==> config.mk <==
export PLATFORM = sky130hd
export DESIGN_NAME = spsc_top
export DESIGN_NICKNAME = d
export VERILOG_FILES = /design/src/spsc_pkg.sv /design/src/spsc_top.sv /design/src/spsc_dglt.sv /design/src/spsc_chan.sv
export VERILOG_INCLUDE_DIRS = /design/src
export SDC_FILE = /design/constraint.sdc
export NUM_CORES = 1
export LEC_CHECK = 0
export BUFFER_PORTS_ARGS = -buffer_cell sky130_fd_sc_hd__clkbuf_2
export CAP_MARGIN = 0
export CORE_MARGIN = 2
export CORE_UTILIZATION = 42
export CTS_CLUSTER_DIAMETER = 30
export DETAILED_ROUTE_END_ITERATION = 8
export PLACE_DENSITY = 0.68
export RECOVER_POWER = 50
export SLEW_MARGIN = 10
export SYNTH_ARGS = -nofsm -noshare
export SYNTH_HDL_FRONTEND = slang
export SYNTH_SLANG_ARGS = --single-unit
==> constraint.sdc <==
create_clock -name CLK_SYS -period 1.8 [get_ports CLK_SYS]
set_input_delay 0.09 -clock CLK_SYS [delete_from_list [all_inputs] [get_ports CLK_SYS]]
set_output_delay 0.09 -clock CLK_SYS [all_outputs]
set_load 0.02 [all_outputs]
==> src/spsc_defs.svh <==
// constants of the supply control pin logic
// Contract
// (RL1) a channel's margin drive is released (not driven) whenever margining is off for that channel.
// (RL2) a margin drive set to full duty stays high all the time with no low phase.
// (RL3) each supply enable output has a selectable active level, high or low.
// (RL4) each supply enable output is selectable as open-drain or push-pull.
// (RL5) at power-up both address straps are sampled as inputs and latched as the bus address.
// (RL6) after sampling, the first strap pin becomes the analog multiplexer select output.
// (RL7) the multiplexer select is low for voltage and high for current measurement.
// (RL8) the open-drain fault line is pulled low while any group supply is shut down by a fault.
// (RL9) when anyone pulls the fault line low, every supply of the global group is shut down.
// (RL10) the fault line is released while reset is held and during power-up.
// (RL11) the fault line and the control input pass a deglitch filter of the filter time.
// (RL12) the control input enables the supplies with a selectable active level.
// (RL13) after power-up the second strap pin is power-good, high once every enabled supply is good.
// (RL14) the alert output is active-low open-drain: it pulls low or releases.
// (RL15) during power-up and reset the pins float with pull-ups, then become inputs or outputs.
// (RL16) enable and margin logic is six identical independent channels with their own settings.
`ifndef SPSC_DEFS_SVH
`define SPSC_DEFS_SVH
// -----------------------------------------------
// sizes and timing
// -----------------------------------------------
`define SPSC_NCH 6
`define SPSC_CLK_MHZ 250
`define SPSC_DGLT_NS 50000
`define SPSC_DGLT_CYC (`SPSC_DGLT_NS * `SPSC_CLK_MHZ / 1000)
`define SPSC_PWM_HZ 62500
`define SPSC_PWM_STEPS 64
`define SPSC_PWM_DIV (`SPSC_CLK_MHZ * 1000000 / (`SPSC_PWM_HZ * `SPSC_PWM_STEPS))
`define SPSC_STRAP_CYC 4
`define SPSC_DUTY_FULL 7'h40
// -----------------------------------------------
// register offsets
// -----------------------------------------------
`define SPSC_OFF_CTRL 8'h00
`define SPSC_OFF_GROUP 8'h04
`define SPSC_OFF_STAT 8'h08
`define SPSC_OFF_MASK 8'h0c
`define SPSC_OFF_MODE 8'h10
`define SPSC_OFF_DUTY0 8'h14
`define SPSC_OFF_PINS 8'h2c
// -----------------------------------------------
// fields and reset values
// -----------------------------------------------
`define SPSC_CTRL_CTLAH 8
`define SPSC_CTRL_CTLUSE 9
`define SPSC_MODE_AH 0
`define SPSC_MODE_OD 8
`define SPSC_MODE_MEN 16
`define SPSC_STAT_GRP 6
`define SPSC_STAT_CTL 7
`define SPSC_RST_CTRL 10'h300
`define SPSC_RST_MODE 22'h00003f
`endif

==> src/spsc_pkg.sv <==
// types and shared functions of the supply control pin logic
package spsc_pkg;
    typedef enum logic [1:0] {SPSC_HOLD, SPSC_SAMPLE, SPSC_LIVE} spsc_phase_t;
    // level of a signal that is "on", given its active level
    function automatic logic spsc_lvl(input logic on, input logic act_high);
        return ~(on ^ act_high);
    endfunction
endpackage

==> src/spsc_top.sv <==
// supply control pin logic: straps, fault line, control, channels, registers
//
// Implementation choices: the register offsets and the address-and-strobe port.
`timescale 1ns/100ps
`include "spsc_defs.svh"
module spsc_top
    import spsc_pkg::*;
    #(parameter int unsigned DGLT_CYC = `SPSC_DGLT_CYC)
    (
    // clock and reset
    input wire logic CLK_SYS,
    input wire logic SRST,
    // register port
    input wire logic [7:0] REG_ADDR,
    input wire logic [31:0] REG_WDATA,
    input wire logic REG_WR,
    input wire logic REG_RD,
    output logic [31:0] REG_RDATA,
    output logic IRQ,
    // block-side status inputs
    input wire logic [5:0] CHAN_FAULT,
    input wire logic [5:0] CHAN_ABOVE_PG_ON,
    input wire logic MEAS_CURRENT,
    input wire logic ALERT_REQ,
    // supply pins
    output logic [5:0] SUPPLY_ENABLE_OUT,
    output logic [5:0] SUPPLY_ENABLE_OE,
    output logic [5:0] MARGIN_DRIVE_OUT,
    output logic [5:0] MARGIN_DRIVE_OE,
    // fault line, control input, alert
    input wire logic FAULT_N_IN,
    output logic FAULT_N_OUT,
    output logic FAULT_N_OE,
    input wire logic CONTROL_IN,
    output logic ALERT_N_OUT,
    output logic ALERT_N_OE,
    // strap pins
    input wire logic ADDR_STRAP0_ANALOG_SEL_IN,
    output logic ADDR_STRAP0_ANALOG_SEL_OUT,
    output logic ADDR_STRAP0_ANALOG_SEL_OE,
    input wire logic ADDR_STRAP1_GOOD_OUT_IN,
    output logic ADDR_STRAP1_GOOD_OUT_OUT,
    output logic ADDR_STRAP1_GOOD_OUT_OE,
    output logic [1:0] BUS_ADDR,
    output logic PIN_PULLUP_EN
    );
    logic fault_dg;
    logic ctl_dg;
    logic ctl_dg_d;
    logic s0_meta;
    logic s0_sync;
    logic s1_meta;
    logic s1_sync;
    spsc_phase_t phase;
    spsc_phase_t next_phase;
    logic [2:0] scnt;
    logic [2:0] next_scnt;
    logic [1:0] next_addr;
    logic live;
    logic [9:0] ctrl;
    logic [9:0] next_ctrl;
    logic [5:0] group;
    logic [5:0] next_group;
    logic [7:0] stat;
    logic [7:0] next_stat;
    logic [7:0] mask;
    logic [7:0] next_mask;
    logic [21:0] mode;
    logic [21:0] next_mode;
    logic [6:0] duty [`SPSC_NCH];
    logic [6:0] next_duty [`SPSC_NCH];
    logic [31:0] next_rdata;
    logic next_irq;
    logic [7:0] ev;
    logic ctl_ok;
    logic pg_cond;
    logic [5:0] en_req;
    logic [5:0] div;
    logic [5:0] next_div;
    logic [5:0] step;
    logic [5:0] next_step;
    logic next_fault_oe;
    logic next_alert_oe;
    logic next_a0_out;
    logic next_a1_out;
    logic zero;

    function automatic logic hit(input logic [7:0] a, input logic [7:0] off);
        return a == off;
    endfunction

    // -----------------------------------------------
    // pin filters
    // -----------------------------------------------
    spsc_dglt #(.DG(DGLT_CYC)) u_fault_dg ( // [RL11]
        .clk(CLK_SYS),
        .srst(SRST),
        .pin(FAULT_N_IN),
        .lvl(fault_dg)
    );
    spsc_dglt #(.DG(DGLT_CYC)) u_ctl_dg ( // [RL11]
        .clk(CLK_SYS),
        .srst(SRST),
        .pin(CONTROL_IN),
        .lvl(ctl_dg)
    );

    // -----------------------------------------------
    // strap sampling and pin turn-around
    // -----------------------------------------------
    always_comb begin
        next_phase = phase;
        next_scnt = scnt;
        next_addr = BUS_ADDR;
        unique case (phase)
            SPSC_HOLD: begin
                next_phase = SPSC_SAMPLE;
                next_scnt = '0;
            end
            SPSC_SAMPLE: begin
                // wait for the straps to pass the synchronisers before latching
                if (scnt == 3'(`SPSC_STRAP_CYC - 1)) begin
                    next_phase = SPSC_LIVE;
                    next_addr = {s1_sync, s0_sync}; // [RL5]
                end else begin
                    next_scnt = scnt + 1'b1;
                end
            end
            SPSC_LIVE: begin
                next_phase = SPSC_LIVE;
            end
            default: begin
                next_phase = SPSC_HOLD;
            end
        endcase
    end
    assign live = (phase == SPSC_LIVE);

    // -----------------------------------------------
    // supply control
    // -----------------------------------------------
    always_comb begin
        ctl_ok = !ctrl[`SPSC_CTRL_CTLUSE] || spsc_lvl(ctl_dg, ctrl[`SPSC_CTRL_CTLAH]); // [RL12]
        for (int i = 0; i < `SPSC_NCH; i++) begin
            // own fault, or the group line seen low, holds the supply off until cleared
            en_req[i] = ctrl[i] && ctl_ok && !stat[i]
                && !(group[i] && stat[`SPSC_STAT_GRP]); // [RL9]
        end
        pg_cond = (|en_req) && (&(CHAN_ABOVE_PG_ON | ~en_req)); // [RL13]
        ev = {ctl_dg != ctl_dg_d, !fault_dg, CHAN_FAULT};
        next_fault_oe = live && (|(stat[5:0] & group)); // [RL8] [RL10]
        next_alert_oe = live && ALERT_REQ; // [RL14]
        next_a0_out = live && MEAS_CURRENT; // [RL6] [RL7]
        next_a1_out = live && pg_cond; // [RL13]
        next_div = div + 1'b1;
        next_step = step;
        if (div == 6'(`SPSC_PWM_DIV - 1)) begin
            next_div = '0;
            next_step = step + 1'b1;
        end
    end

    // -----------------------------------------------
    // register port and interrupt
    // -----------------------------------------------
    always_comb begin
        next_ctrl = ctrl;
        next_group = group;
        next_mask = mask;
        next_mode = mode;
        next_duty = duty;
        next_rdata = '0;
        if (REG_WR && hit(REG_ADDR, `SPSC_OFF_CTRL)) next_ctrl = REG_WDATA[9:0];
        if (REG_WR && hit(REG_ADDR, `SPSC_OFF_GROUP)) next_group = REG_WDATA[5:0];
        if (REG_WR && hit(REG_ADDR, `SPSC_OFF_MASK)) next_mask = REG_WDATA[7:0];
        if (REG_WR && hit(REG_ADDR, `SPSC_OFF_MODE)) next_mode = REG_WDATA[21:0];
        // a new event beats a clear in the same cycle
        next_stat = ev | (stat & ~((REG_WR && hit(REG_ADDR, `SPSC_OFF_STAT)) ? REG_WDATA[7:0] : 8'h00));
        next_irq = |(next_stat & mask);
        for (int i = 0; i < `SPSC_NCH; i++) begin
            if (REG_WR && hit(REG_ADDR, 8'(`SPSC_OFF_DUTY0 + 4 * i))) next_duty[i] = REG_WDATA[6:0];
            if (REG_RD && hit(REG_ADDR, 8'(`SPSC_OFF_DUTY0 + 4 * i))) next_rdata = {25'h0, duty[i]};
        end
        if (REG_RD) begin
            unique case (REG_ADDR)
                `SPSC_OFF_CTRL: next_rdata = {22'h0, ctrl};
                `SPSC_OFF_GROUP: next_rdata = {26'h0, group};
                `SPSC_OFF_STAT: next_rdata = {24'h0, stat};
                `SPSC_OFF_MASK: next_rdata = {24'h0, mask};
                `SPSC_OFF_MODE: next_rdata = {10'h0, mode};
                `SPSC_OFF_PINS: next_rdata = {26'h0, live, pg_cond, fault_dg, ctl_dg, BUS_ADDR};
                default: next_rdata = next_rdata;
            endcase
        end
    end

    // -----------------------------------------------
    // registers
    // -----------------------------------------------
    always_ff @(posedge CLK_SYS) begin
        if (SRST) begin
            phase <= SPSC_HOLD;
            scnt <= '0;
            BUS_ADDR <= 2'h0;
            s0_meta <= 1'b1;
            s0_sync <= 1'b1;
            s1_meta <= 1'b1;
            s1_sync <= 1'b1;
            ctl_dg_d <= 1'b1;
            ctrl <= `SPSC_RST_CTRL;
            group <= 6'h00;
            stat <= 8'h00;
            mask <= 8'h00;
            mode <= `SPSC_RST_MODE;
            for (int i = 0; i < `SPSC_NCH; i++) duty[i] <= 7'h00;
            REG_RDATA <= 32'h0;
            IRQ <= 1'b0;
            div <= 6'h00;
            step <= 6'h00;
            zero <= 1'b0;
            FAULT_N_OE <= 1'b0; // [RL10]
            ALERT_N_OE <= 1'b0;
            ADDR_STRAP0_ANALOG_SEL_OUT <= 1'b0;
            ADDR_STRAP0_ANALOG_SEL_OE <= 1'b0;
            ADDR_STRAP1_GOOD_OUT_OUT <= 1'b0;
            ADDR_STRAP1_GOOD_OUT_OE <= 1'b0;
            PIN_PULLUP_EN <= 1'b1; // [RL15]
        end else begin
            phase <= next_phase;
            scnt <= next_scnt;
            BUS_ADDR <= next_addr;
            s0_meta <= ADDR_STRAP0_ANALOG_SEL_IN;
            s0_sync <= s0_meta;
            s1_meta <= ADDR_STRAP1_GOOD_OUT_IN;
            s1_sync <= s1_meta;
            ctl_dg_d <= ctl_dg;
            ctrl <= next_ctrl;
            group <= next_group;
            stat <= next_stat;
            mask <= next_mask;
            mode <= next_mode;
            duty <= next_duty;
            REG_RDATA <= next_rdata;
            IRQ <= next_irq;
            div <= next_div;
            step <= next_step;
            zero <= 1'b0;
            FAULT_N_OE <= next_fault_oe;
            ALERT_N_OE <= next_alert_oe;
            ADDR_STRAP0_ANALOG_SEL_OUT <= next_a0_out;
            ADDR_STRAP0_ANALOG_SEL_OE <= live; // [RL6]
            ADDR_STRAP1_GOOD_OUT_OUT <= next_a1_out;
            ADDR_STRAP1_GOOD_OUT_OE <= live; // [RL13]
            PIN_PULLUP_EN <= !live; // [RL15]
        end
    end
    // open-drain lines only ever drive low
    assign FAULT_N_OUT = zero;
    assign ALERT_N_OUT = zero;

    // -----------------------------------------------
    // channels
    // -----------------------------------------------
    for (genvar g = 0; g < `SPSC_NCH; g++) begin : g_ch
        spsc_chan u_ch ( // [RL16]
            .clk(CLK_SYS),
            .srst(SRST),
            .live(live),
            .en_req(en_req[g]),
            .act_high(mode[`SPSC_MODE_AH + g]),
            .open_drain(mode[`SPSC_MODE_OD + g]),
            .margin_en(mode[`SPSC_MODE_MEN + g]),
            .duty(duty[g]),
            .step(step),
            .en_out(SUPPLY_ENABLE_OUT[g]),
            .en_oe(SUPPLY_ENABLE_OE[g]),
            .mg_out(MARGIN_DRIVE_OUT[g]),
            .mg_oe(MARGIN_DRIVE_OE[g])
        );
    end

    // -----------------------------------------------
    // checks
    // -----------------------------------------------
    AST_STRAP_LATCH: assert property (@(posedge CLK_SYS) disable iff (SRST) // [RL5]
        live && $past(live) |-> $stable(BUS_ADDR))
        else $error("bus address changed after sampling");
    AST_PIN_TURN: assert property (@(posedge CLK_SYS) disable iff (SRST) // [RL15]
        !live |=> PIN_PULLUP_EN && !ADDR_STRAP0_ANALOG_SEL_OE && !ADDR_STRAP1_GOOD_OUT_OE)
        else $error("strap pin driven before sampling finished");
    AST_MUX_SEL: assert property (@(posedge CLK_SYS) disable iff (SRST) // [RL7]
        live |=> ADDR_STRAP0_ANALOG_SEL_OE && ADDR_STRAP0_ANALOG_SEL_OUT == $past(MEAS_CURRENT))
        else $error("analog select does not follow the measurement type");
    AST_FLT_DRV: assert property (@(posedge CLK_SYS) disable iff (SRST) // [RL8]
        live && |(stat[5:0] & group) |=> FAULT_N_OE)
        else $error("fault line not pulled for a group fault");
    // a released enable pin reads high through its board pull-up; push-pull pins drive once live
    AST_GRP_OFF: assert property (@(posedge CLK_SYS) disable iff (SRST) // [RL9]
        !fault_dg |=> (en_req & group) == 6'h00
            ##1 (((~SUPPLY_ENABLE_OE | SUPPLY_ENABLE_OUT) ~^ mode[5:0]) & group) == 6'h00)
        else $error("group supply kept on while fault line low");
    AST_RST_REL: assert property (@(posedge CLK_SYS) // [RL10]
        SRST |=> !FAULT_N_OE && !ALERT_N_OE && PIN_PULLUP_EN)
        else $error("line driven during reset");
    AST_CTL_OFF: assert property (@(posedge CLK_SYS) disable iff (SRST) // [RL12]
        ctrl[`SPSC_CTRL_CTLUSE] && ctl_dg != ctrl[`SPSC_CTRL_CTLAH] |-> en_req == 6'h00)
        else $error("supply enabled while control input is off");
    AST_PG: assert property (@(posedge CLK_SYS) disable iff (SRST) // [RL13]
        live && !pg_cond |=> !ADDR_STRAP1_GOOD_OUT_OUT)
        else $error("power good high with an enabled supply below threshold");
    AST_ALERT: assert property (@(posedge CLK_SYS) disable iff (SRST) // [RL14]
        live && ALERT_REQ |=> ALERT_N_OE && !ALERT_N_OUT)
        else $error("alert not pulled low");
    CVR_LIVE: cover property (@(posedge CLK_SYS) disable iff (SRST) $rose(live));
    CVR_FLT: cover property (@(posedge CLK_SYS) disable iff (SRST) $rose(FAULT_N_OE));
    CVR_IRQ: cover property (@(posedge CLK_SYS) disable iff (SRST) $rose(IRQ));
endmodule

==> src/spsc_dglt.sv <==
// two-flop synchroniser and deglitch filter for one pin
`timescale 1ns/100ps
`include "spsc_defs.svh"
module spsc_dglt
    import spsc_pkg::*;
    #(parameter int unsigned DG = 12500)
    (
    // clock and reset
    input wire logic clk,
    input wire logic srst,
    // pin and filtered level
    input wire logic pin,
    output logic lvl
    );
    localparam int CW = $clog2(DG + 1);
    logic meta;
    logic sync;
    logic filt;
    logic [CW-1:0] cnt;
    logic next_filt;
    logic [CW-1:0] next_cnt;

    // -----------------------------------------------
    // filter: a new level must hold DG cycles
    // -----------------------------------------------
    always_comb begin
        next_filt = filt;
        next_cnt = '0;
        if (sync != filt) begin
            if (cnt == CW'(DG - 1)) begin
                next_filt = sync; // [RL11]
            end else begin
                next_cnt = cnt + 1'b1;
            end
        end
    end

    // released lines idle high through the pull-ups
    always_ff @(posedge clk) begin
        if (srst) begin
            meta <= 1'b1;
            sync <= 1'b1;
            filt <= 1'b1;
            cnt <= '0;
        end else begin
            meta <= pin;
            sync <= meta;
            filt <= next_filt;
            cnt <= next_cnt;
        end
    end
    assign lvl = filt;

    AST_DGLT_HOLD: assert property (@(posedge clk) disable iff (srst) // [RL11]
        $changed(filt) |-> $past(cnt) == CW'(DG - 1))
        else $error("filtered level changed before the filter time");
    CVR_DGLT: cover property (@(posedge clk) disable iff (srst) $fell(filt));
endmodule

==> src/spsc_chan.sv <==
// one supply channel: enable pin and margin drive
`timescale 1ns/100ps
`include "spsc_defs.svh"
module spsc_chan
    import spsc_pkg::*;
    (
    // clock and reset
    input wire logic clk,
    input wire logic srst,
    // control
    input wire logic live,
    input wire logic en_req,
    input wire logic act_high,
    input wire logic open_drain,
    input wire logic margin_en,
    input wire logic [6:0] duty,
    input wire logic [5:0] step,
    // pins
    output logic en_out,
    output logic en_oe,
    output logic mg_out,
    output logic mg_oe
    );
    logic lvl;
    logic next_en_out;
    logic next_en_oe;
    logic next_mg_out;
    logic next_mg_oe;

    // -----------------------------------------------
    // pin drive
    // -----------------------------------------------
    always_comb begin
        lvl = spsc_lvl(en_req, act_high); // [RL3]
        next_en_out = 1'b0;
        next_en_oe = 1'b0;
        next_mg_out = 1'b0;
        next_mg_oe = 1'b0;
        if (live) begin
            next_en_oe = open_drain ? ~lvl : 1'b1; // [RL4]
            next_en_out = open_drain ? 1'b0 : lvl; // [RL4]
            next_mg_oe = margin_en; // [RL1]
            // duty 64 beats every step value, so full duty never goes low
            next_mg_out = margin_en && ({1'b0, step} < duty); // [RL2]
        end
    end

    always_ff @(posedge clk) begin
        if (srst) begin
            en_out <= 1'b0;
            en_oe <= 1'b0;
            mg_out <= 1'b0;
            mg_oe <= 1'b0;
        end else begin
            en_out <= next_en_out;
            en_oe <= next_en_oe;
            mg_out <= next_mg_out;
            mg_oe <= next_mg_oe;
        end
    end

    AST_MG_HIZ: assert property (@(posedge clk) disable iff (srst) // [RL1]
        !margin_en |=> !mg_oe && !mg_out)
        else $error("margin drive active while margining is off");
    AST_MG_FULL: assert property (@(posedge clk) disable iff (srst) // [RL2]
        live && margin_en && duty >= `SPSC_DUTY_FULL |=> mg_oe && mg_out)
        else $error("full duty margin drive went low");
    AST_EN_PP: assert property (@(posedge clk) disable iff (srst) // [RL3]
        live && !open_drain |=> en_oe && (en_out == ($past(en_req) == $past(act_high))))
        else $error("push-pull enable level wrong");
    AST_EN_OD: assert property (@(posedge clk) disable iff (srst) // [RL4]
        live && open_drain |=> !en_out && (en_oe == ($past(en_req) != $past(act_high))))
        else $error("open-drain enable drive wrong");
endmodule

==> impl_results.md, run 1 <==
* Status: finished clean
* Worst Setup Start Kind: flop
* Row count at 55
* Die Y at approximately 150 microns
* Dpl cells at around 1.4k
* Via density per instance at roughly 5
* Max Cap Violations at 0
* Dpl hpwl at between 15000 and 20000 microns
* Total Routing Usage GR at 20.2%
* Synth Area in Compound Gates at between 10% and 20%
* Number of flops mapped to enable cells by yosys at 0
* Layout cells sized above 1 at between 10% and 20%
* Worst setup margin at about 0.11 ns
* Worst Setup End Kind: flop
* Final Net Count at around 1.3k
* RR Endpoint: u_fault_dg.cnt[1]$_SDFF_PP0_
* Routed WL at between 20000 and 25000 microns
* R2r worst-path depth at 5
* Post-synthesis mux area share at 6.09%
* Worst Hold End: mode[6]$_SDFFE_PP0P_
* Final period util at a little over nine tenths
* Crit. Startpoint: u_fault_dg.cnt[5]$_SDFF_PP0_
* Post-synthesis xor/xnor area fraction at under 10%
* Worst Hold Path Cells at 4
* Routed wl met2 at ~11000 microns
* Crit path required time at around 2.2 ns
* CTS root buf: clkbuf_16
* Unrepaired setup endpoints after global routing: no
* Worst Max-Slew Pin Slew at between 0.8 and 0.9 ns
* Largest net degree at the start of global routing at 101
* FF-to-FF Start: u_fault_dg.cnt[5]$_SDFF_PP0_
* Drt drc at 0
* Starting Density at 42.5%
* Final setup fails at 0
* Max Clk Rate at ~590 MHz
* Cell Pwr Density at ~1100 nW/um^2
* Sink Count at ~210
* Highest metal used: met4
* Most common cell in the netlist: dfxtp_1
* Min-delay worst type: input pin to flop
* Hold_ws at between 0.02 and 0.03 ns
* Final worst path period need at around 1.7 ns
* Main combinational cell family by area after synthesis: simple AND/OR/NAND/NOR gates
* RD Place Congestion at between 0.9 and 1
* Max stage delay on crit path at approximately 0.54 ns
* Post-synth ARST share at 0%
* Post-synth top area share at between 40% and 50%
* Layout Area Growth over Synthesis at 25.0%
* Synth cell types at 67
* PortBufs at between 100 and 150
* Worst hold start: REG_WDATA[6]
* Area of the core at between 20000 and 25000 sq um
* Non-filler cells, final at 1532
* CP arrival at 2.10 ns
* Grt ovf at 0
* Main synth FF type: dfxtp_1
* Post-Synthesis Cells at 1069
* CTS Buf Count at 43
* Post-place setup slack at ~0.082 ns
* Worst slew margin at 44.9%
* Max Slew Vio Count at 0
* CTS H-tree lvls at 2
* FF+latch count, synth at between 200 and 250
* Mapped cell area at about 9500 sq um
* Die Area at 23900 sq um
* Reg2reg setup slack at ~0.11 ns
* CTS tree: yes
* Synth Area in Adders at 5.25%
* Critical Path Fanout Max at 4
* Sequential fraction of the synthesis area at 43.5%
* Met3 routed wirelength at about 2000 microns
* Critical path type: flop to flop
* DRT Pass-1 Iters at 6
* Critical Path Slowest Stage Cell: or4b_1
* Vias at about 8k
* Synth top cells by count: dfxtp_1, nand2_1, nor2_1
* Clock buffer depth at 3
* Yosys warnings at 0
* Final ANT Viol Nets at 0
* Global-route wire length before repair at roughly 39000 microns
* Clock-pin slew on the worst setup and hold paths at about 0.05 ns
* Post-Synth Simple-Gate Area at roughly 22%
* Leak at slightly below 0.005 uW
* Metal-1 WL at approximately 11000 microns
* Die Wd at between 150 and 200 microns
* Top Ports at 130
* Setup TNS Final at 0 ns
* Synth area leaders: dfxtp_1, ha_1, mux2i_1, nand2_1, nor2_1
* Fin. Hold Viols at 0
* Worst Clk Skew at ~0.025 ns
* Max VDD drop at 731 uV
* Initial antenna violation count at 2
* Vias in the first global route at about 7.4k
* Synth area leader: dfxtp_1
* Drt initial violations at ~470
* Worst skew pair latency at between 0.5 and 0.6 ns
* Syn_area_per_cell at 8.91 sq um
* Ordered list of cells on the worst path: or4b_1 -> nor4_2 -> nand4_1 -> buf_4 -> and3_1
* Avg WL per Cell at roughly 16 microns
where the power goes:
part	internal (uW)	switching, uW	total (uW)
registers	4690	60.6	4760
logic	278	455	733
clock network	5250	2680	7920
total	10200	3200	13400
registers in the layout, indices dropped and copies added, names as in the netlist, 8 cells and up:
name and count:
REG_RDATA 22, mask 8, duty 42, u_fault_dg.cnt 14, u_ctl_dg.cnt 14, mode 22, ctrl 10, stat 8
metal layers:
metal	track usage [%]	vias up
li1	-	3896
met1	26.2	3637
met2	32.9	288
met3	5.38	45
met4	6.53	0
met5	0	-
worst max path at each step:
stage | end | cells past startpoint | slack, ns
3_5_place_dp | IRQ$_SDFF_PP0_ | 7 | 0.08
6_report | u_fault_dg.cnt[1]$_SDFF_PP0_ | 5 | 0.11
2_1_floorplan | u_fault_dg.cnt[8]$_SDFF_PP0_ | 6 | 0.18
5_1_grt | u_fault_dg.cnt[1]$_SDFF_PP0_ | 5 | 0.02
3_3_place_gp | u_fault_dg.cnt[5]$_SDFF_PP0_ | 6 | 0.15
4_1_cts | u_fault_dg.cnt[2]$_SDFF_PP0_ | 6 | 0.11
logic make-up (layout without fill, tap and decap cells):
group | count (synthesis) | after routing
DFF | 207 | 207
and+or+nand+nor | 426 | 426
buffers and inverters | 137 | 302
adders and majority gates | 40 | 40
xor gates and xnor gates | 43 | 43
muxes | 55 | 55
other | 1 | 14
AOI/OAI and AO/OA | 160 | 160
layout by cell type (no fill, tap or decap), types with 5 or more instances in the layout:
cell type      synthesis  routed
a21oi_1               58      58
clkinv_4               0       8
buf_4                 40      28
o221ai_1               5       5
nand3b_1              10      10
a211oi_1               6       6
nor2b_1               11      11
nor3_1                12      12
inv_1                 46      46
clkinv_2               0       5
and3_1                13      13
nand2b_1              20      20
nand4_1               13      14
dlygate4sd3_1          0      29
xnor2_1               23      23
nor3b_1                7       7
o22ai_1                6       6
ha_1                  40      40
or2_2                 10      10
a22oi_1               14      14
dfxtp_1              207     207
clkbuf_16              0      44
a21o_1                16      16
clkbuf_2               2      56
o21a_1                 6       6
nor4b_1                2       5
conb_1                 1      12
nand3_1               31      32
mux2i_1               49      49
o311a_1                6       6
xor2_1                20      20
clkbuf_1              34      64
and2_1                25      22
nor2_1               118     118
inv_6                  0       5
a31oi_1                8       8
nand2_1              128     127
o2bb2ai_1              6       6
worst max-delay path: cells and delay by family (launching register included):
kind | cells | cell delay [ns]
and+or+nand+nor | 4 | 1.07
buffers and inverters | 1 | 0.19
DFF | 1 | 0.30
area by class of cell:
| cell class | instances | area (sq um) |
|---|---|---|
| Antenna cell | 2 | 5.00 |
| Clock buffer | 51 | 1160 |
| Clock inverter | 28 | 324 |
| Fill cell | 2041 | 10500 |
| Inverter | 46 | 173 |
| Multi-Input combinational cell | 736 | 4660 |
| Sequential cell | 207 | 4140 |
| Tap cell | 285 | 357 |
| Timing Repair Buffer | 177 | 1090 |
through the flow:
stage / area [sq um] / util [%] / power [uW]
2_1_floorplan: 9570 / - / 5330
3_3_place_gp: 10300 / 45.9 / 5530
3_5_place_dp: 10300 / 45.9 / 5550
4_1_cts: 12100 / 53.8 / 13600
5_1_grt: 11900 / 53.1 / 13800
6_report: 11900 / 53.1 / 13400
what timing repair did:
item,4_1_cts,5_1_grt
gates resized for setup,0,3
setup buffers,0,1
setup endpoints to repair,0,27
hold buffers,29,0
endpoints found under the hold margin,34,0
No activity file was read; power rests on OpenSTA's default activity.
==> run 2, diff against run 1 <==
- PLACE_DENSITY: 0.68 -> not set
- PLACE_DENSITY_LB_ADDON: not set -> 0.25
- SLEW_MARGIN: 10 -> not set
- clock period: 1.8 -> 1.64 ns (I/O delays scaled with it)
==> impl_results.md, run 2 (synthesized netlist as in run 1, its figures left out) <==
* Logic pwr share at about 5.8%
* CTS tree: yes
* Area of the core at 22400 sq um
* Final core utilization at 55.2%
* Worst Setup Start Kind: flop
* Max VDD drop at just over 600 uV
* Placed inst area at 10500 sq um
* Top Ports at between 100 and 150
* Max FFs per register at 42
* Critical path type: flop to flop
* Crit path required time at 2.04 ns
* Starting Density at 42.5%
* Worst setup margin at -0.0392 ns
* Failing checks: negative setup slack
* Initial antenna violation count at 1
* Cell Int Power at 11900 uW
* Avg WL per Cell at between 15 and 20 microns
* Layout Area Growth over Synthesis at 29.9%
* Peak-usage layer in the global routing report: met2
* Area of the multi-input gates at roughly 4700 sq um
* Vias at 8034
* Most frequent cells in the layout: dfxtp_1, nand2_1, nor2_1, clkbuf_2, a21oi_1
* Worst Max-Slew Pin Slew at 0.599 ns
* Met1 Resource Use GR at between 20% and 30%
* Unrepaired setup endpoints after global routing: yes
* Die Area at between 20000 and 25000 sq um
* Worst slew margin at between 50% and 60%
* Largest net degree at the start of global routing at 80
* Clock-pin slew on the worst setup and hold paths at roughly 0.04 ns
* CTS root buf: clkbuf_16
* Switching part of the total at roughly 22%
* Clock buffer depth at 3
* Flop pwr share at 34.2%
* CTS Buf Count at 44
* Die Wd at between 150 and 200 microns
* Max Slew Vio Count at 0
* Drt initial violations at ~500
* Max Cap Violations at 0
* Leak at roughly 0.0052 uW
* Dpl hpwl at roughly 18000 microns
* Clock share of power at around 60%
* Top Registers: duty: 42 flops, REG_RDATA: 22 flops, mode: 22 flops
* P_sw at approximately 3400 uW
* Final period util at 102%
* Via density per instance at 5.14
* Final ANT Viol Nets at 0
* Layout cells sized above 1 at around a fifth
* Cell Pwr Density at about 1200 nW/um^2
* Final setup fails at 14
* Routed WL at between 20000 and 30000 microns
* Drt drc at 0
* Register area at between 4000 and 5000 sq um
* Critical Path Fanout Max at 6
* Final worst path period need at between 1.5 and 2 ns
* Fin. Hold Viols at 0
* Grt ovf at 0
* Met2 Use GR at roughly 35%
* Total chip power at between 15000 and 20000 uW
* Final Net Count at between 1k and 1.5k
* RD Place Congestion at ~0.90
* Max Clk Rate at 596 MHz
* Worst Clk Skew at 0.0191 ns
* CTS H-tree lvls at 2
* Row count at between 50 and 60
* Commonest non-fill, non-tap cell in the layout: dfxtp_1
* Global-route wire length before repair at slightly above 40000 microns
* Met3 Usage GRT at approximately 4.5%
* Die Y at about 150 microns
* Vias in the first global route at 7840
* DRT Pass-1 Iters at 5
* Worst Setup End Kind: flop
* Fillers at a little over 2k
* Total Routing Usage GR at 21.1%
* Ant diodes at 0
* PortBufs at 107
* CP arrival at 2.08 ns
* Sink Count at around 210
* Design Area, Final at 12400 sq um
* Worst skew pair latency at between 0.5 and 0.6 ns
* Setup TNS Final at -0.282 ns
* Status: complete, but fails checks
* Min-delay worst type: input pin to flop
* Register bank with the most flops: duty
[run 2: changes by cell type in the layout (fill, tap and decap cells not counted), sizes merged]
cell and change:
inv -2, clkinvlp -2, buf +30, clkinv -4, clkbuf +7, dlygate4sd3 +3
diode -2, bufinv +2
[run 2: power groups by stage]
stage	clock network, uW	registers [uW]	logic [uW]
after floorplan	0	5320	534
after global placement	0	5310	816
after detailed placement	0	5310	826
after CTS	9270	5220	892
after global routing	9570	5230	961
final	9150	5220	883
[run 2: metal layers]
metal,part of all wire [%],vias to the layer above
li1,-,3969
met1,46,3779
met2,45,229
met3,5.8,57
met4,2.8,0
met5,0,-
[run 2: what timing repair did]
action,4_1_cts,5_1_grt
resized for setup,0,13
gates cloned,0,1
pin swaps,2,2
hold endpoints to repair,35,0
endpoints found under the setup margin,14,33
buffers inserted,1,1
hold buffers,32,0
[run 2: layout make-up]
type / instances / share of cell area [%]
clock buffer: 58 / 10.2
clock inverter: 22 / 2.36
inverter: 46 / 1.39
multi-input combinational: 736 / 38.2
sequential: 207 / 33.5
tap: 285 / 2.88
timing repair buffer: 210 / 11.4
[run 2: stage by stage]
step | setup slack (ns) | hold WS (ns) | instances
6_report | -0.0392 | 0.0362 | 1564
5_1_grt | -0.144 | 0.0454 | 1564
4_1_cts | -0.0244 | 0.0129 | 1562
3_5_place_dp | -0.0701 | 0.268 | 1449
3_3_place_gp | -0.00580 | 0.272 | 1449
2_1_floorplan | 0.0210 | 0.186 | 1080
[run 2: final timing paths]
check / startpoint / slack [ns] / depth (start not counted) / end
worst max register to register: u_fault_dg.cnt[5]$_SDFF_PP0_ / -0.04 / 6 / u_fault_dg.cnt[4]$_SDFF_PP0_
worst max-delay path: u_fault_dg.cnt[5]$_SDFF_PP0_ / -0.04 / 6 / u_fault_dg.cnt[4]$_SDFF_PP0_
worst min register to register: s1_meta$_SDFF_PP1_ / 0.41 / 1 / s1_sync$_SDFF_PP1_
worst min-delay path: REG_WDATA[3] / 0.04 / 4 / stat[3]$_SDFF_PP0_
[run 2: critical path, cell delays in order, from the launching register on]
cell       delay [ns]
dfxtp_1          0.31
or4b_4           0.56
nor4_4           0.14
nand4_1          0.20
nand2_2          0.17
clkbuf_16        0.16
nor2_1           0.04
